File: config.mk
export PLATFORM = sky130hd
export DESIGN_NAME = acrc_ctrl
export DESIGN_NICKNAME = d
export VERILOG_FILES = /design/src/rtl/acrc_pkg.sv /design/src/rtl/acrc_ctrl.sv
export VERILOG_INCLUDE_DIRS = /design/src /design/src/rtl
export SDC_FILE = /design/constraint.sdc
export NUM_CORES = 1
export LEC_CHECK = 0
export ABC_AREA = 1
export BUFFER_PORTS_ARGS = -buffer_cell sky130_fd_sc_hd__buf_2
export CAP_MARGIN = 20
export CORE_MARGIN = 1
export CORE_UTILIZATION = 25
export CTS_BUF_LIST = sky130_fd_sc_hd__clkbuf_4 sky130_fd_sc_hd__clkbuf_8 sky130_fd_sc_hd__clkbuf_16
export DETAILED_ROUTE_END_ITERATION = 12
export PLACE_DENSITY = 0.45
export SYNTH_ARGS = -nofsm -noshare
export SYNTH_HDL_FRONTEND = slang
export SYNTH_SLANG_ARGS = --single-unit
File: constraint.sdc
create_clock -name ref_clk -period 4.9 [get_ports ref_clk]
set_clock_uncertainty 0.05 [all_clocks]
set_input_delay 0.49 -clock ref_clk [delete_from_list [all_inputs] [get_ports ref_clk]]
set_output_delay 0.49 -clock ref_clk [all_outputs]
set_load 0.02 [all_outputs]
File: src/rtl/acrc_params.svh
// acrc_params.svh: register offsets, field positions, field masks, codes and timing counts
// assumes: included by the control module, the checker and the bench, 40 MHz ref_clk
`ifndef ACRC_PARAMS_SVH
`define ACRC_PARAMS_SVH
// byte addresses of the word registers
`define ACRC_OFF_CTRL0 6'h00
`define ACRC_OFF_CTRL1 6'h04
`define ACRC_OFF_RESULT 6'h08
`define ACRC_OFF_STATUS 6'h0C
`define ACRC_OFF_MASK 6'h10
// first control register fields
`define ACRC_EN_BIT 0
`define ACRC_GO_BIT 1
`define ACRC_CHAN_LSB 2
`define ACRC_CTRL0_MASK 8'h3F
// second control register fields
`define ACRC_REF_LSB 0
`define ACRC_CS_LSB 4
`define ACRC_CTRL1_MASK 8'h73
// clock select codes
`define ACRC_CS_DIV32 3'h2
`define ACRC_CS_DIV4 3'h4
`define ACRC_CS_DIV16 3'h5
`define ACRC_CS_DIV64 3'h6
`define ACRC_CS_RC_A 3'h3
`define ACRC_CS_RC_B 3'h7
// divider lengths in ref_clk cycles per converter clock
`define ACRC_DIV4_LEN 7'h04
`define ACRC_DIV16_LEN 7'h10
`define ACRC_DIV32_LEN 7'h20
`define ACRC_DIV64_LEN 7'h40
// channel codes
`define ACRC_CHAN_RESERVED 4'hE
`define ACRC_CHAN_FIXED 4'hF
// conversion length in converter clock periods: eight bits plus one
`define ACRC_CONV_TICKS 4'h9
`define ACRC_RESP_OKAY 2'h0
`define ACRC_RESP_SLVERR 2'h2
`endif

File: src/rtl/acrc_pkg.sv
// acrc_pkg.sv: types shared by the converter control block
// assumes: nothing beyond the params header
`default_nettype none
package acrc_pkg;
	// analog front end command bundle
	typedef struct packed {
		logic power_on;
		logic sample;
		logic use_ext_ref;
		logic [3:0] channel;
	} acrc_afe_t;
	typedef enum logic [1:0] {
		ACRC_IDLE,
		ACRC_CONV
	} acrc_state_t;
endpackage : acrc_pkg
`default_nettype wire

File: src/rtl/acrc_ctrl.sv
// acrc_ctrl.sv: control logic of an 8-bit successive-approximation converter
// assumes: AXI4-Lite master on ref_clk, comparator and rc clock from the analog side
// How it works
// - the conversion clock is the system clock over 32, 4, 16 or 64, or the rc clock for codes 011 and 111.
// - unimplemented bits of the second control register always read zero.
// - reference field 0x picks the supply and 10 picks the external reference input.
// - the 8-bit result register is read/write and has no defined reset content.
// - the hold capacitor is never discharged after a conversion.
// - setting the start flag begins a conversion; it reads one until hardware clears it at the end.
// - channel codes 0 to 13 pick inputs, 1110 is reserved, 1111 picks the fixed internal reference.
// - with enable clear the converter is held off with no current; setting it enables it.
//
// Chosen here: the AXI4-Lite register port and the address map.
`include "acrc_params.svh"
`default_nettype none
module acrc_ctrl (
	input wire logic ref_clk, // system clock, 40 MHz
	input wire logic rst_b, // asynchronous reset, active low
	input wire logic rc_clk_in, // dedicated rc oscillator, asynchronous
	input wire logic cmp_in, // comparator output, asynchronous
	input wire logic [5:0] s_axi_awaddr, // write address
	input wire logic s_axi_awvalid, // write address valid
	output logic s_axi_awready, // write address ready
	input wire logic [31:0] s_axi_wdata, // write data
	input wire logic [3:0] s_axi_wstrb, // write strobes
	input wire logic s_axi_wvalid, // write data valid
	output logic s_axi_wready, // write data ready
	output logic [1:0] s_axi_bresp, // write response
	output logic s_axi_bvalid, // write response valid
	input wire logic s_axi_bready, // write response ready
	input wire logic [5:0] s_axi_araddr, // read address
	input wire logic s_axi_arvalid, // read address valid
	output logic s_axi_arready, // read address ready
	output logic [31:0] s_axi_rdata, // read data
	output logic [1:0] s_axi_rresp, // read response
	output logic s_axi_rvalid, // read data valid
	input wire logic s_axi_rready, // read data ready
	output acrc_pkg::acrc_afe_t afe_ctrl, // analog front end commands
	output logic [7:0] dac_code, // trial code to the capacitor array
	output logic irq // level interrupt
);
	import acrc_pkg::*;

	// ------------------------------------------------
	// helpers
	// ------------------------------------------------
	function automatic logic addr_hit(input logic [5:0] a, input logic [5:0] off);
		addr_hit = (a[5:2] == off[5:2]);
	endfunction : addr_hit

	// rc codes never use the divider; unused codes 000 and 001 run as over 32
	function automatic logic [6:0] div_of(input logic [2:0] cs);
		case (cs)
			`ACRC_CS_DIV4: div_of = `ACRC_DIV4_LEN;
			`ACRC_CS_DIV16: div_of = `ACRC_DIV16_LEN;
			`ACRC_CS_DIV32: div_of = `ACRC_DIV32_LEN;
			`ACRC_CS_DIV64: div_of = `ACRC_DIV64_LEN;
			default: div_of = `ACRC_DIV32_LEN;
		endcase
	endfunction : div_of

	// ------------------------------------------------
	// synchronisers
	// ------------------------------------------------
	logic [2:0] rc_sync_q, rc_sync_d;
	logic [1:0] cmp_sync_q, cmp_sync_d;
	// rc clock sampled as a level; third stage only feeds the edge detect
	always_comb begin
		rc_sync_d = {rc_sync_q[1:0], rc_clk_in};
		cmp_sync_d = {cmp_sync_q[0], cmp_in};
	end
	always_ff @(posedge ref_clk or negedge rst_b) begin
		if (!rst_b) begin
			rc_sync_q <= 3'h0;
			cmp_sync_q <= 2'h0;
		end else begin
			rc_sync_q <= rc_sync_d;
			cmp_sync_q <= cmp_sync_d;
		end
	end

	// ------------------------------------------------
	// registers, bus slave, converter
	// ------------------------------------------------
	logic [7:0] ctrl0_q, ctrl0_d, ctrl1_q, ctrl1_d, result_q, result_d, sar_q, sar_d;
	logic [1:0] sts_q, sts_d, mask_q, mask_d;
	logic aw_q, aw_d, w_q, w_d, bv_q, bv_d, rv_q, rv_d, ws_q, ws_d;
	logic [5:0] awa_q, awa_d;
	logic [31:0] wd_q, wd_d, rdata_q, rdata_d;
	logic [1:0] bresp_q, bresp_d, rresp_q, rresp_d;
	logic [6:0] div_q, div_d;
	logic [3:0] tick_q, tick_d;
	logic [2:0] bit_q, bit_d;
	acrc_state_t st_q, st_d;
	acrc_afe_t afe_q, afe_d;
	logic [7:0] dac_q, dac_d;
	logic irq_q, irq_d;
	logic do_wr, conv_tick, rc_mode, done;
	logic [2:0] cs;

	always_comb begin
		// bus channels: address and data accepted in either order
		aw_d = aw_q;
		w_d = w_q;
		awa_d = awa_q;
		wd_d = wd_q;
		ws_d = ws_q;
		bv_d = bv_q;
		bresp_d = bresp_q;
		rv_d = rv_q;
		rdata_d = rdata_q;
		rresp_d = rresp_q;
		ctrl0_d = ctrl0_q;
		ctrl1_d = ctrl1_q;
		result_d = result_q;
		sts_d = sts_q;
		mask_d = mask_q;
		st_d = st_q;
		div_d = div_q;
		tick_d = tick_q;
		bit_d = bit_q;
		sar_d = sar_q;
		done = 1'b0;
		if (s_axi_awvalid && !aw_q) begin
			aw_d = 1'b1;
			awa_d = s_axi_awaddr;
		end
		if (s_axi_wvalid && !w_q) begin
			w_d = 1'b1;
			wd_d = s_axi_wdata;
			ws_d = s_axi_wstrb[0]; // strobe is payload: gone once the data is taken
		end
		do_wr = aw_q && w_q && !bv_q;
		if (s_axi_bvalid && s_axi_bready) bv_d = 1'b0;
		// converter clock: divider of ref_clk or rising edge of the synced rc clock
		cs = ctrl1_q[`ACRC_CS_LSB +: 3];
		rc_mode = (cs == `ACRC_CS_RC_A) || (cs == `ACRC_CS_RC_B);
		conv_tick = 1'b0;
		if (st_q == ACRC_CONV) begin
			if (rc_mode) begin
				conv_tick = rc_sync_q[1] && !rc_sync_q[2];
			end else if (div_q == 7'h01) begin
				conv_tick = 1'b1;
				div_d = div_of(cs);
			end else begin
				div_d = div_q - 7'h01;
			end
		end
		// conversion: one tick samples, then eight bit trials msb first
		case (st_q)
			ACRC_IDLE: begin
				if (ctrl0_q[`ACRC_GO_BIT] && ctrl0_q[`ACRC_EN_BIT]) begin
					st_d = ACRC_CONV;
					div_d = div_of(cs);
					tick_d = 4'h0;
					bit_d = 3'h7;
					sar_d = 8'h80;
				end else if (ctrl0_q[`ACRC_GO_BIT]) begin
					ctrl0_d[`ACRC_GO_BIT] = 1'b0; // disabled converter cannot start
				end
			end
			ACRC_CONV: begin
				if (!ctrl0_q[`ACRC_EN_BIT]) begin
					st_d = ACRC_IDLE; // abort, flag drops, result untouched
					ctrl0_d[`ACRC_GO_BIT] = 1'b0;
				end else if (conv_tick) begin
					tick_d = tick_q + 4'h1;
					if (tick_q != 4'h0) begin
						// keep bit if comparator says input above trial
						sar_d[bit_q] = cmp_sync_q[1];
						if (bit_q != 3'h0) sar_d[bit_q - 3'h1] = 1'b1;
						bit_d = bit_q - 3'h1;
					end
					if (tick_q == `ACRC_CONV_TICKS - 4'h1) begin
						st_d = ACRC_IDLE;
						done = 1'b1;
						ctrl0_d[`ACRC_GO_BIT] = 1'b0;
						result_d = {sar_q[7:1], cmp_sync_q[1]}; // same cycle as flag clear
					end
				end
			end
			default: st_d = ACRC_IDLE;
		endcase
		// register writes; software cannot clear the start flag mid conversion
		if (do_wr) begin
			aw_d = 1'b0;
			w_d = 1'b0;
			bv_d = 1'b1;
			bresp_d = `ACRC_RESP_OKAY;
			if (!ws_q) begin
				bresp_d = `ACRC_RESP_OKAY; // low byte lane off: write ignored
			end else if (addr_hit(awa_q, `ACRC_OFF_CTRL0)) begin
				ctrl0_d = wd_q[7:0] & `ACRC_CTRL0_MASK;
				if (st_d == ACRC_CONV) ctrl0_d[`ACRC_GO_BIT] = 1'b1; // start cycle included
			end else if (addr_hit(awa_q, `ACRC_OFF_CTRL1)) begin
				ctrl1_d = wd_q[7:0] & `ACRC_CTRL1_MASK;
			end else if (addr_hit(awa_q, `ACRC_OFF_RESULT)) begin
				if (!done) result_d = wd_q[7:0];
			end else if (addr_hit(awa_q, `ACRC_OFF_STATUS)) begin
				sts_d = sts_q & ~wd_q[1:0];
			end else if (addr_hit(awa_q, `ACRC_OFF_MASK)) begin
				mask_d = wd_q[1:0];
			end else begin
				bresp_d = `ACRC_RESP_SLVERR;
			end
		end
		// status: bit0 conversion done, bit1 start refused while disabled; set wins
		if (done) sts_d[0] = 1'b1;
		if (st_q == ACRC_IDLE && ctrl0_q[`ACRC_GO_BIT] && !ctrl0_q[`ACRC_EN_BIT]) sts_d[1] = 1'b1;
		// reads
		if (s_axi_rvalid && s_axi_rready) rv_d = 1'b0;
		if (s_axi_arvalid && !rv_q) begin
			rv_d = 1'b1;
			rresp_d = `ACRC_RESP_OKAY;
			rdata_d = 32'h0000_0000;
			if (addr_hit(s_axi_araddr, `ACRC_OFF_CTRL0)) rdata_d[7:0] = ctrl0_q;
			else if (addr_hit(s_axi_araddr, `ACRC_OFF_CTRL1)) rdata_d[7:0] = ctrl1_q & `ACRC_CTRL1_MASK;
			else if (addr_hit(s_axi_araddr, `ACRC_OFF_RESULT)) rdata_d[7:0] = result_q;
			else if (addr_hit(s_axi_araddr, `ACRC_OFF_STATUS)) rdata_d[1:0] = sts_q;
			else if (addr_hit(s_axi_araddr, `ACRC_OFF_MASK)) rdata_d[1:0] = mask_q;
			else rresp_d = `ACRC_RESP_SLVERR;
		end
		// analog front end; no discharge step exists between conversions
		afe_d.power_on = ctrl0_q[`ACRC_EN_BIT];
		afe_d.sample = ctrl0_q[`ACRC_EN_BIT] && !(st_q == ACRC_CONV && tick_q != 4'h0);
		afe_d.use_ext_ref = (ctrl1_q[`ACRC_REF_LSB +: 2] == 2'h2); // 0x supply, 10 external
		afe_d.channel = ctrl0_q[`ACRC_CHAN_LSB +: 4]; // 1111 fixed ref, 1110 reserved
		dac_d = sar_d;
		irq_d = |(sts_d & mask_d);
	end
	always_ff @(posedge ref_clk or negedge rst_b) begin
		if (!rst_b) begin
			aw_q <= 1'b0;
			w_q <= 1'b0;
			awa_q <= 6'h00;
			wd_q <= 32'h0000_0000;
			ws_q <= 1'b0;
			bv_q <= 1'b0;
			bresp_q <= 2'h0;
			rv_q <= 1'b0;
			rdata_q <= 32'h0000_0000;
			rresp_q <= 2'h0;
			ctrl0_q <= 8'h00;
			ctrl1_q <= 8'h00;
			result_q <= 8'h00; // value is undefined to software
			sts_q <= 2'h0;
			mask_q <= 2'h0;
			st_q <= ACRC_IDLE;
			div_q <= 7'h00;
			tick_q <= 4'h0;
			bit_q <= 3'h0;
			sar_q <= 8'h00;
			afe_q <= '0;
			dac_q <= 8'h00;
			irq_q <= 1'b0;
		end else begin
			aw_q <= aw_d;
			w_q <= w_d;
			awa_q <= awa_d;
			wd_q <= wd_d;
			ws_q <= ws_d;
			bv_q <= bv_d;
			bresp_q <= bresp_d;
			rv_q <= rv_d;
			rdata_q <= rdata_d;
			rresp_q <= rresp_d;
			ctrl0_q <= ctrl0_d;
			ctrl1_q <= ctrl1_d;
			result_q <= result_d;
			sts_q <= sts_d;
			mask_q <= mask_d;
			st_q <= st_d;
			div_q <= div_d;
			tick_q <= tick_d;
			bit_q <= bit_d;
			sar_q <= sar_d;
			afe_q <= afe_d;
			dac_q <= dac_d;
			irq_q <= irq_d;
		end
	end

	// ------------------------------------------------
	// outputs, all from flip-flops
	// ------------------------------------------------
	always_comb begin
		s_axi_awready = !aw_q;
		s_axi_wready = !w_q;
		s_axi_bvalid = bv_q;
		s_axi_bresp = bresp_q;
		s_axi_arready = !rv_q;
		s_axi_rvalid = rv_q;
		s_axi_rdata = rdata_q;
		s_axi_rresp = rresp_q;
		afe_ctrl = afe_q;
		dac_code = dac_q;
		irq = irq_q;
	end
endmodule : acrc_ctrl
`default_nettype wire

-- After elaboration in Yosys (flattened, before gate mapping)
Index checks and enable logic that the tools add are counted.
- multiplexer cells: 97
- eq/ne operators: 22
- bitwise logic cells: 5
- add/sub/neg operators: 3
- magnitude comparators: 4
- reduce and logical (&&, ||, !) cells: 38
- operators by type and width (operator ; number):
    $mux W8 ; 17
    $mux W2 ; 34
    $mux W7 ; 5
    $mux W1 ; 24
    $pmux W7 S3 ; 1
    $eq A4 B2 Y1 const B ; 4
    $pmux W8 S2 ; 1
    $logic_and A1 B1 Y1 ; 15
    $eq A3 B3 Y1 const B ; 4
    $mux W3 ; 4
    $mux W4 ; 3
    $reduce_bool A2 Y1 ; 5
    $bwmux W8 ; 1
    $eq A4 B1 Y1 const B ; 2
    $eq A4 B3 Y1 const B ; 2
    $logic_not A4 Y1 ; 2
    $lt A3 B4 Y1 const B ; 2
    $or A8 B8 Y8 ; 1
    $pmux W4 S2 ; 1
    $reduce_and A4 Y1 ; 2
    $eq A7 B1 Y1 const B ; 1
    $logic_not A1 Y1 ; 7
    $sub A7 B1 Y7 const B ; 1
    $demux W1 S3 ; 2
    23 further kinds ; 28
- bits of input ports: 57
- output and inout port bits: 57
- logic and storage cells: 197
- register bits: 91

-- Logic depth before layout (Yosys ltp)
Gate-level depths: netlist (run 1).
- depth in word-level cells: 13
- mapped depth: 12
- depth with buffers taken out: 11

-- Worst setup path after synthesis (run 1)
OpenSTA, ideal clock, no wires.
- kind: register to register
- start point: register div_q[1]
- end point: register dac_q[1], in the netlist dac_code[1]
- arrival: 1.475 ns
- data required time: 4.733 ns
- period minus slack after synthesis: 1.643 ns
- setup time: 0.117 ns
- path slack: 3.257 ns
- buffers on the path: 1
- stages on the path, launching flop included: 13
- cells stage by stage: dfrtp_1 inv_1 ha_1 inv_1 nor2_1 nand3_4 o21ai_4 nand2_2 nand2_2 nand2_4 buf_6 nand2_1 nand2_1
- cells in the longest elaborated chain, start to end: 6
- RTL lines (item ; RTL line ; RTL):
    from (decl) ; acrc_ctrl.sv:91 ; logic [6:0] div_q, div_d;
    from (signal assigned) ; acrc_ctrl.sv:273 ; div_q <= div_d;
    $eq A7 B1 Y1 ; acrc_ctrl.sv:142 ; end else if (div_q == 7'h01) begin
    $mux W1 ; acrc_ctrl.sv:142 ;
    $mux W1 ; acrc_ctrl.sv:140 ; if (rc_mode) begin
    $mux W1 ; acrc_ctrl.sv:139 ; if (st_q == ACRC_CONV) begin
    $ne A2 B2 Y1 (no line) ; n/a ;
    $reduce_and A5 Y1 (no line) ; n/a ;
    to (signal assigned) ; acrc_ctrl.sv:254 ; dac_q <= 8'h00;
    to (signal assigned) ; acrc_ctrl.sv:278 ; dac_q <= dac_d;
    to (decl) ; acrc_ctrl.sv:96 ; logic [7:0] dac_q, dac_d;
Every way passes these cells.
A chain may end at the register's enable or synchronous reset.

-- Worst setup path after layout (run 1)
- start point: register bit_q[0]
- end point: register dac_q[7], in the netlist dac_code[7]
- cells in the longest elaborated chain, start to end: 11
- RTL lines (item ; RTL line ; RTL):
    from (decl) ; acrc_ctrl.sv:93 ; logic [2:0] bit_q, bit_d;
    from (signal assigned) ; acrc_ctrl.sv:275 ; bit_q <= bit_d;
    $sub A3 B1 Y3, or another cell as far along ; acrc_ctrl.sv:171 ; if (bit_q != 3'h0) sar_d[bit_q - 3'h1] = 1'b1;
    $lt A3 B4 Y1 (not written as such), or another cell as far along ; acrc_ctrl.sv:171 ;
    $logic_and A1 B1 Y1 (not written as such) or $mux W1 (tied branches) ; acrc_ctrl.sv:171, acrc_ctrl.sv:170 ;
    $mux W1 (not written as such) or $demux W1 S3 (tied branches) ; acrc_ctrl.sv:171, acrc_ctrl.sv:170 ;
    $demux W1 S3 or $bwmux W8 (tied branches) ; acrc_ctrl.sv:171, acrc_ctrl.sv:170 ;
    $or A8 B8 Y8 (no line) ; n/a ;
    $mux W8 (*) ; acrc_ctrl.sv:171 ;
    $mux W8 (*) ; acrc_ctrl.sv:168 ; if (tick_q != 4'h0) begin
    $mux W8 (*) ; acrc_ctrl.sv:166 ; end else if (conv_tick) begin
    $mux W8 (*) ; acrc_ctrl.sv:163 ; if (!ctrl0_q[`ACRC_EN_BIT]) begin
    $pmux W8 S2 (*) ; acrc_ctrl.sv:150 ; case (st_q)
Mark *: on every way between the ends. The rest lies on a longest branch, timed or not. The select of a mux whose other input is x is not followed.

==> metrics.md, run 1 <==
| Metric | Value |
|---|---|
| Worst-Skew Late Latency | `0.35 ns` |
| Total gr overflow | `0` |
| Register area | `around 2200 µm²` |
| CP startpoint kind | `flop` |
| Antenna-violating nets left | `0` |
| P_leak | `2.626 nW` |
| Clock sinks | `87` |
| Worst path arrival time | `2.31 ns` |
| Drt first pass iters | `4` |
| Final hold vios | `0` |
| Via count | `3,485` |
| Yosys reg bits | `87` |
| Synth cell types | `39` |
| Crit Path Class | `reg2reg` |
| Area growth syn-to-layout | `17.39%` |
| Fin area | `approximately 5100 µm²` |
| GP Congestion | `0.8418` |
| CP max stage delay | `0.56 ns` |
| Htree depth | `3` |
| Fin Hold WS | `0.1711 ns` |
| TNS Setup | `0 ns` |
| CTS tree | `done` |
| YS warnings | `0` |
| Row count | `47` |
| Fill cells | `roughly 1,800` |
| Peak supply drop | `0.1614 mV` |
| Vias in the first global route | `roughly 3,400` |
| Commonest non-fill, non-tap cells in the layout | `118 x nand2_1, 87 x dfrtp_1, 55 x buf_2` |
| Final wirelength | `10.56 mm` |
| Max cap viols | `0` |
| Tightest Pin Transition | `0.7747 ns` |
| IO Pins | `114` |
| RSZ-0062 raised after global routing | `false` |
| DIE HEIGHT | `about 130 µm` |
| Nets | `633` |
| Critical path cell sequence | `clkinv_1 > ha_1 > xor2_1 > nand2_1 > o21a_1 > o21ai_2` |
| Most common cell after layout, fill and taps aside | `nand2_1` |
| Cts hold-fix bufs | `0` |
| Status | `finished clean` |
| Req. time, crit path | `5.13 ns` |
| Drt initial violations | `148` |
| First-pass GRT wire length | `17.70 mm` |
| Synthesized instance count | `509` |
| Cell area power density | `~450 nW/µm²` |
| Setup bufs post-CTS | `0` |
| CTS buffer count | `9` |
| I/O Buffers | `56` |
| Crit-path max FO | `11` |
| Syn avg cell area | `8.552 µm²` |
| Area of the multi-input gates | `approximately 1800 µm²` |
| Die area | `17,940 µm²` |
| Clk root buf | `clkbuf_16` |
| Ant. Diodes | `0` |
| Detailed Place HPWL | `7.758 mm` |
| Total global routing track utilization | `12.78%` |
| Crit end category | `flop` |
| Final Max Slew Viols | `0` |
| Fmax | `approximately 0.48 GHz` |
| Initial antenna violation count | `0` |
| Slew headroom | `48.36%` |
| Clock Pin Slew Worst Setup and Hold Paths | `0.07 ns` |
| DP Area | `4773 µm²` |
| Class of the worst hold path | `in2async` |
| Drt via density | `4.384` |
| Seq/Total Area, Yosys | `50.01%` |
| DRC | `0` |
| Die W | `approximately 130 µm` |
| Post-Syn Area | `4353 µm²` |
| Starting Density | `25.88%` |
| CTS resizes | `0` |
| Final setup fails | `0` |
| CTS Buffer Depth | `2` |
| Highest-delay cell along the critical path | `dfrtp_1` |
| Routed wire per std cell | `13.28 µm` |
| Fraction of layout cells with a size suffix above 1 | `between 10% and 20%` |
| Fin crit share | `approximately 42%` |
| Largest net degree at the start of global routing | `between 50 and 60` |
| Clock period minus worst slack | `2.079 ns` |
| Core Region | `16,820 µm²` |
[critical path: cells and delay by family (launching register included)]
kind            cells  cell delay [ns]
flops               1             0.56
buf+inv             1             0.37
fa+ha+maj           1             0.35
compound gates      2             0.34
xor+xnor            1             0.21
simple gates        1             0.13
[per-layer routing]
| metal | track usage, % | up-vias | wire length [µm] |
|---|---|---|---|
| met3 | 2.948 | 15 | 469 |
| met1 | 16.97 | 1637 | 5076 |
| met2 | 19.92 | 97 | 4825 |
| met5 | 0 | - | 0 |
| li1 | - | 1736 | - |
| met4 | 5.366 | 0 | 184 |
[synth_stat cells]
library cell  instances  area (µm²)
nor2_1               35       131.4
a21oi_1              21       105.1
nand3_4               2       35.03
clkinv_1              2       7.510
a22oi_1               1       7.510
xor2_1                4       35.03
inv_2                 8       30.03
buf_4                27       202.7
buf_2                 2       10.01
clkbuf_1              2       7.510
nand3_1              43       215.2
dfrtp_1              87        2177
o21ai_0              40       200.2
o21ai_1               3       15.01
conb_1                1       3.750
buf_6                 2       22.52
o211ai_1              1       7.510
nor3_2                1       10.01
nand4_1              10       62.56
mux2_2                4       45.04
nand2_2               3       18.77
or2_2                 1       6.260
o22ai_1               3       18.77
nor2_2                3       18.77
xnor2_1               2       17.52
o31ai_1               2       15.01
a22o_1                1       8.760
nand2_1             118       442.9
mux2i_1               2       20.02
nand2_4               1       11.26
nand3_2               1       10.01
a31oi_1               4       25.02
inv_1                45       168.9
o21ai_2               5       43.79
o21a_1                2       15.01
nor2_4                4       45.04
o21ai_4               1       16.27
nor3_1                9       45.04
ha_1                  6       75.07
[final cells by class]
type / count / share of cell area [%]
flip-flops and latches: 87 / 42.61
inverters: 55 / 4.040
clock inverters: 6 / 1.910
repair buffers: 57 / 5.681
clock buffers: 10 / 4.677
multi-input cells: 360 / 35.70
well taps: 220 / 5.387
[stage by stage]
step                      instances  utilization (%)  power [mW]  setup WS (ns)
after floorplan                 535                -       1.346          3.257
after global placement          779            28.38       1.507          2.894
after detailed placement        779            28.38       1.521          2.893
after CTS                       795            30.38       2.321          2.859
after global routing            795            30.38       2.434          2.642
final                           795            30.38       2.284          2.821
[registers in the layout, summed over array words and instances (netlist names), 2 cells and up]
register     cells
div_q            7
ctrl0_q          6
afe_ctrl         7
wd_q             8
sts_q            2
s_axi_rdata      8
bit_q            3
mask_q           2
awa_q            4
st_q             2
cmp_sync_q       2
tick_q           4
dac_code         8
result_q         8
ctrl1_q          5
rc_sync_q        3
[cell families after synthesis]
family,share of synthesized area (%)
simple gates,24.17
buf+inv,10.32
flops,50.01
compound gates,10.98
fa+ha+maj,1.725
xor+xnor,1.207
mux,1.495
other cells,0.08615
[power by group]
group | leakage (nW) | switching, mW | internal [mW] | total [mW]
Combinational | 1.32 | 0.324 | 0.156 | 0.480
Sequential | 1.14 | 0.126 | 0.895 | 1.02
Clock | 0.166 | 0.312 | 0.470 | 0.782
[path summary, 6_finish.rpt]
check,startpoint,depth (start not counted),slack (ns),to
min in group ref_clk,cmp_in,1,0.19,cmp_sync_q[0]
setup / recovery,bit_q[0],6,2.82,dac_code[7]
hold reg to reg,cmp_sync_q[0],0,0.30,cmp_sync_q[1]
setup reg to reg,bit_q[0],6,2.82,dac_code[7]
max in group asynchronous,rst_b,2,3.73,st_q[0]
hold / removal,rst_b,1,0.17,rc_sync_q[0]
Note: power is estimated with default switching activity, not from simulation.
==> run 2: changes to the inputs <==
==> constraint.sdc (replaced) <==
create_clock -name ref_clk -period 2.1 [get_ports ref_clk]
set_clock_uncertainty 0.05 [all_clocks]
set_input_delay 0.21 -clock ref_clk [delete_from_list [all_inputs] [get_ports ref_clk]]
set_output_delay 0.21 -clock ref_clk [all_outputs]
set_load 0.02 [all_outputs]
==> run 2 against run 1 <==
Global-route usage rose by 0.087 points; clock power up 110%; clock-buffer cell count rose by 1; setup slack lost 2.6 ns; cell count increased by 1.6%.
==> metrics.md, run 2 (synthesized netlist as in run 1, its figures left out) <==
| Metric | Value |
|---|---|
| R2R Path Start | `div_q[1]` |
| Cell area power density | `998.5 nW/µm² (+120%)` |
| Starting Density | `25.88% (unchanged)` |
| R2R depth | `9 (+3)` |
| P_leak | `2.672 nW (+1.7%)` |
| Status | `finished clean` |
| Vias in the first global route | `3,424 (-0.49%)` |
| Drt first pass iters | `4 (unchanged)` |
| Die area | `17,940 µm² (unchanged)` |
| CP startpoint kind | `flop` |
| Drt initial violations | `153 (+3.4%)` |
| Fraction of layout cells with a size suffix above 1 | `19.56% (+0.95 points)` |
| Worst path arrival time | `2.04 ns (-0.27 ns)` |
| Highest-delay cell along the critical path | `dfrtp_1` |
| Worst-Skew Late Latency | `0.35 ns (about the same)` |
| Nets | `646 (+2.1%)` |
| DIE HEIGHT | `134.0 µm (unchanged)` |
| Initial antenna violation count | `0 (unchanged)` |
| Final Core Density | `30.84% (+0.46 points)` |
| Critical path cell sequence | `inv_1 > ha_1 > inv_1 > nor2_1 > nand3_4 > o21ai_4 > nand3_4 > o21ai_0 > nor2_1` |
| Final wirelength | `10.71 mm (+1.5%)` |
| WHS Endpoint | `wd_q[2]` |
| Hold_sp | `s_axi_wdata[2]` |
| GP Congestion | `0.8579 (+1.9%)` |
| Worst R2R End | `result_q[4]` |
| Crit-path max FO | `17 (+6)` |
| Crit Path Class | `reg2reg` |
| Final hold vios | `0 (unchanged)` |
| R2r setup slk | `0.25 ns (-2.58 ns)` |
| Htree depth | `3 (unchanged)` |
| WHS Path Cells | `2` |
| Ant. Diodes | `0 (unchanged)` |
| Routed wire per std cell | `13.26 µm (-0.16%)` |
| Most common cell after layout, fill and taps aside | `nand2_1` |
| Clock period minus worst slack | `1.855 ns (-0.2242 ns)` |
| Antenna-violating nets left | `0 (unchanged)` |
| First-pass GRT wire length | `17.71 mm (about the same)` |
| Clock Pin Slew Worst Setup and Hold Paths | `0.06 ns (about the same)` |
| Core Region | `16,820 µm² (unchanged)` |
| IO Pins | `114 (unchanged)` |
| Total global routing track utilization | `12.87% (+0.087 points)` |
| I/O Buffers | `56 (unchanged)` |
| Clock sinks | `87 (unchanged)` |
| Crit end category | `flop` |
| Detailed Place HPWL | `8.104 mm (+4.5%)` |
| DRC | `0 (unchanged)` |
| RSZ-0062 raised after global routing | `false` |
| Die W | `134.0 µm (unchanged)` |
| TNS Setup | `0 ns (unchanged)` |
| Clk root buf | `clkbuf_16` |
| Area of the multi-input gates | `1824 µm² (unchanged)` |
| Drt via density | `4.363 (-0.48%)` |
| Register area | `2177 µm² (unchanged)` |
| Slew headroom | `61.86% (+14 points)` |
| Setup bufs post-CTS | `0 (unchanged)` |
| Total gr overflow | `0 (unchanged)` |
| CTS Buffer Depth | `2 (unchanged)` |
| Peak supply drop | `0.4264 mV (+160%)` |
| CTS tree | `done` |
| Area growth syn-to-layout | `19.17%` |
| Via count | `3,525 (+1.1%)` |
| Fin crit share | `88.31% (+46 points)` |
| Commonest non-fill, non-tap cells in the layout | `118 x nand2_1, 87 x dfrtp_1, 55 x buf_2` |
| Req. time, crit path | `2.29 ns (-2.84 ns)` |
| CTS resizes | `0 (unchanged)` |
| Largest net degree at the start of global routing | `42 (-29%)` |
| Tightest Pin Transition | `0.5707 ns (-0.2040 ns)` |
| Row count | `47 (unchanged)` |
| Fmax | `0.5392 GHz (+12%)` |
| CP max stage delay | `0.39 ns (-0.17 ns)` |
| Class of the worst hold path | `in2reg` |
| Fill cells | `1,808 (+0.22%)` |
| Final setup fails | `0 (unchanged)` |
| CTS buffer count | `9 (unchanged)` |
| Final Max Slew Viols | `0 (unchanged)` |
| Max cap viols | `0 (unchanged)` |
-- run 2: cell types whose count changed in the layout (fill, tap and decap cells not counted) --
cell / previous run / this run
clkbuf_4: 0 / 1
dlygate4sd3_1: 0 / 5
bufinv_16: 2 / 1
inv_8: 1 / 0
inv_6: 3 / 0
clkinv_2: 0 / 2
buf_4: 2 / 10
clkinv_4: 0 / 2
-- run 2: repair_timing --
action	CTS	global route
endpoints found under the hold margin	41	0
setup endpoints to repair	0	0
hold buffers	5	0
-- run 2: critical path: cells and delay by family (launching register included) --
family                   cells  cell delay, ns
buffers and inverters        2            0.13
AND/OR/NAND/NOR              4            0.60
AO/OA/AOI/OAI                2            0.42
flip-flops                   1            0.39
adder cells (fa/ha/maj)      1            0.14
-- run 2: how the worst max path moves through the flow --
stage          startpoint          end  cells after the start
2_1_floorplan    div_q[1]  dac_code[1]                     12
3_3_place_gp     div_q[1]  result_q[4]                      9
3_5_place_dp     div_q[1]  result_q[4]                      9
4_1_cts          div_q[1]  result_q[4]                      9
5_1_grt          div_q[1]  result_q[5]                     10
6_report         div_q[1]  result_q[4]                      9
-- run 2: through the flow --
step | cell area [µm²] | cells | total power, mW | worst slack, ns | hold WS, ns
detailed placement | 4833 | 787 | 3.562 | 0.2317 | 0.2009
floorplan | 4451 | 535 | 3.141 | 0.4572 | -0.1356
finish | 5187 | 808 | 5.180 | 0.2454 | 0.04314
global placement | 4833 | 787 | 3.538 | 0.2991 | 0.1895
CTS | 5187 | 808 | 5.259 | 0.2253 | 0.03009
global route | 5187 | 808 | 5.502 | 0.04264 | 0.03473
-- run 2: area by class of cell --
type	instances	share of cell area (%)
sequential	87	41.97
multi-input combinational	360	35.17
timing repair buffer	70	7.718
tap	220	5.306
clock buffer	11	4.752
inverter	55	3.980
clock inverter	5	1.110
-- run 2: per-layer routing --
layer / up-vias / track usage (%) / share of wire [%]
li1: 1772 / - / -
met1: 1644 / 17.01 / 48
met2: 92 / 20.01 / 45
met3: 17 / 2.570 / 4.5
met4: 0 / 6.376 / 2.3
met5: - / 0 / 0
-- run 2: where the power goes --
part / internal, mW / switching, mW
Sequential: 2.09 / 0.303
Clock: 0.968 / 0.684
Combinational: 0.384 / 0.752
Total: 3.44 / 1.74
==> run 3: changes to the inputs <==
==> constraint.sdc (replaced) <==
create_clock -name ref_clk -period 2 [get_ports ref_clk]
set_clock_uncertainty 0.05 [all_clocks]
set_input_delay 0.2 -clock ref_clk [delete_from_list [all_inputs] [get_ports ref_clk]]
set_output_delay 0.2 -clock ref_clk [all_outputs]
set_load 0.02 [all_outputs]
==> run 3 against run 2 <==
Design area grew 1.2%; worst hold slack lost 0.0088 ns; clock power grew 18%; register-to-register slack lost 0.04 ns; critical endpoint unchanged; largest power group unchanged; highest routed layer unchanged.
==> metrics.md, run 3 (synthesized netlist as in run 1, its figures left out) <==
| Metric | Value |
|---|---|
| Status | `finished clean` |
| Req. time, crit path | `2.18 ns (-0.11 ns)` |
| Clk root buf | `clkbuf_16` |
| CP startpoint kind | `flop` |
| Slew headroom | `56.18% (-5.7 points)` |
| WHS Path Cells | `2 (unchanged)` |
| P_leak | `2.690 nW (+0.67%)` |
| Htree depth | `3 (unchanged)` |
| Hold_sp | `s_axi_wdata[2]` |
| Antenna-violating nets left | `0 (unchanged)` |
| Core Region | `16,820 µm² (unchanged)` |
| R2R depth | `9 (unchanged)` |
| IO Pins | `114 (unchanged)` |
| DIE HEIGHT | `134.0 µm (unchanged)` |
| Class of the worst hold path | `in2reg` |
| First-pass GRT wire length | `17.75 mm (+0.23%)` |
| Clock sinks | `87 (unchanged)` |
| Area growth syn-to-layout | `20.55%` |
| Highest-delay cell along the critical path | `dfrtp_1` |
| Crit-path max FO | `17 (unchanged)` |
| GP Congestion | `0.8843 (+3.1%)` |
| Fill cells | `1,832 (+1.3%)` |
| TNS Setup | `0 ns (unchanged)` |
| R2R Path Start | `div_q[1]` |
| Final Max Slew Viols | `0 (unchanged)` |
| Vias in the first global route | `3,475 (+1.5%)` |
| Commonest non-fill, non-tap cells in the layout | `118 x nand2_1, 87 x dfrtp_1, 55 x buf_2` |
| Total global routing track utilization | `12.74% (-0.14 points)` |
| Setup bufs post-CTS | `0 (unchanged)` |
| Final setup fails | `0 (unchanged)` |
| Die area | `17,940 µm² (unchanged)` |
| # placed instances | `787 (unchanged)` |
| Worst-Skew Late Latency | `0.35 ns (about the same)` |
| Crit Path Class | `reg2reg` |
| DRC | `0 (unchanged)` |
| Fmax | `0.5583 GHz (+3.5%)` |
| Ant. Diodes | `0 (unchanged)` |
| Fin Hold WS | `0.03429 ns (-0.008850 ns)` |
| Crit end category | `flop` |
| Starting Density | `25.88% (unchanged)` |
| Area of the multi-input gates | `1829 µm² (+0.27%)` |
| Critical path cell sequence | `inv_1 > ha_1 > inv_1 > nor2_1 > nand3_4 > o21ai_4 > nand3_4 > o21ai_0 > nor2_1` |
| Fin crit share | `89.55% (+1.2 points)` |
| Largest net degree at the start of global routing | `55 (+31%)` |
| CTS Buffer Depth | `2 (unchanged)` |
| Worst path arrival time | `1.97 ns (-0.07 ns)` |
| Dpl ws | `0.1796 ns (-0.05214 ns)` |
| Clock Pin Slew Worst Setup and Hold Paths | `0.07 ns (about the same)` |
| Row count | `47 (unchanged)` |
| Most common cell after layout, fill and taps aside | `nand2_1` |
| Clock period minus worst slack | `1.791 ns (-0.06357 ns)` |
| Nets | `646 (unchanged)` |
| Initial antenna violation count | `0 (unchanged)` |
| Routed wire per std cell | `13.18 µm (-0.54%)` |
| Worst setup margin | `0.2090 ns (-0.03643 ns)` |
| Via count | `3,526 (+0.028%)` |
| Die W | `134.0 µm (unchanged)` |
| Worst R2R End | `result_q[4]` |
| Register area | `2177 µm² (unchanged)` |
| Max cap viols | `0 (unchanged)` |
| R2r setup slk | `0.21 ns (-0.04 ns)` |
| I/O Buffers | `56 (unchanged)` |
| CP max stage delay | `0.39 ns (about the same)` |
| Final cell count without fillers | `808 (unchanged)` |
| Fraction of layout cells with a size suffix above 1 | `19.56% (unchanged)` |
| Final wirelength | `10.65 mm (-0.54%)` |
| Final hold vios | `0 (unchanged)` |
| Peak supply drop | `0.4128 mV (-3.2%)` |
| Detailed Place HPWL | `7.975 mm (-1.6%)` |
| WHS Endpoint | `wd_q[2]` |
| Fin area | `5248 µm² (+1.2%)` |
| DP Area | `4846 µm² (+0.26%)` |
| CTS buffer count | `9 (unchanged)` |
| Cell area power density | `1079 nW/µm² (+8.0%)` |
| Drt via density | `4.364 (about the same)` |
| Tightest Pin Transition | `0.6556 ns (+0.08493 ns)` |
| Drt first pass iters | `4 (unchanged)` |
| Total gr overflow | `0 (unchanged)` |
| CTS tree | `done` |
| RSZ-0062 raised after global routing | `false` |
| Drt initial violations | `144 (-5.9%)` |
-- run 3: worst max-delay path by stage --
| stage | slack [ns] | end | startpoint |
|---|---|---|---|
| after floorplan | 0.36 | dac_code[1] | div_q[1] |
| after global placement | 0.20 | result_q[4] | div_q[1] |
| after global routing | 0.02 | result_q[4] | div_q[1] |
| final | 0.21 | result_q[4] | div_q[1] |
| after detailed placement | 0.18 | result_q[3] | tick_q[0] |
| after CTS | 0.17 | result_q[3] | tick_q[0] |
-- run 3: final cells by class --
cell class / count / share of cell area (%)
timing repair buffer: 70 / 7.868
tap: 220 / 5.246
multi-input combinational: 360 / 34.86
clock inverter: 5 / 2.027
clock buffer: 11 / 4.578
inverter: 55 / 3.934
sequential: 87 / 41.49
-- run 3: what timing repair did --
action,in CTS,in global routing
hold endpoints to repair,37,0
resized for setup,0,1
endpoints found under the setup margin,0,2
hold buffers,5,0
-- run 3: report_power, final --
group / leakage [nW] / internal, mW / total, mW / switching [mW]
Sequential: 1.14 / 2.19 / 2.49 / 0.296
Combinational: 1.38 / 0.410 / 1.22 / 0.813
Clock: 0.167 / 1.25 / 1.95 / 0.695
Total: 2.69 / 3.85 / 5.66 / 1.80
-- run 3: worst max-delay path, delay by kind of cell (launching register included) --
kind                     cells  cell delay [ns]
adder cells (fa/ha/maj)      1             0.14
AND/OR/NAND/NOR              4             0.57
buffers and inverters        2             0.12
flip-flops                   1             0.39
AO/OA/AOI/OAI                2             0.42
-- run 3: routing by layer --
layer	vias to the layer above	GRT usage (%)	part of all wire, %
met5	-	0	0
met4	0	3.851	1.3
met3	11	3.401	4.4
met2	79	19.60	46
met1	1676	17.39	48
li1	1760	-	-
-- run 3: metrics by stage --
stage | util, % | power (mW)
after floorplan | - | 3.298
after global placement | 28.81 | 3.724
after detailed placement | 28.81 | 3.753
after CTS | 31.17 | 5.749
after global routing | 31.20 | 6.024
final | 31.20 | 5.660
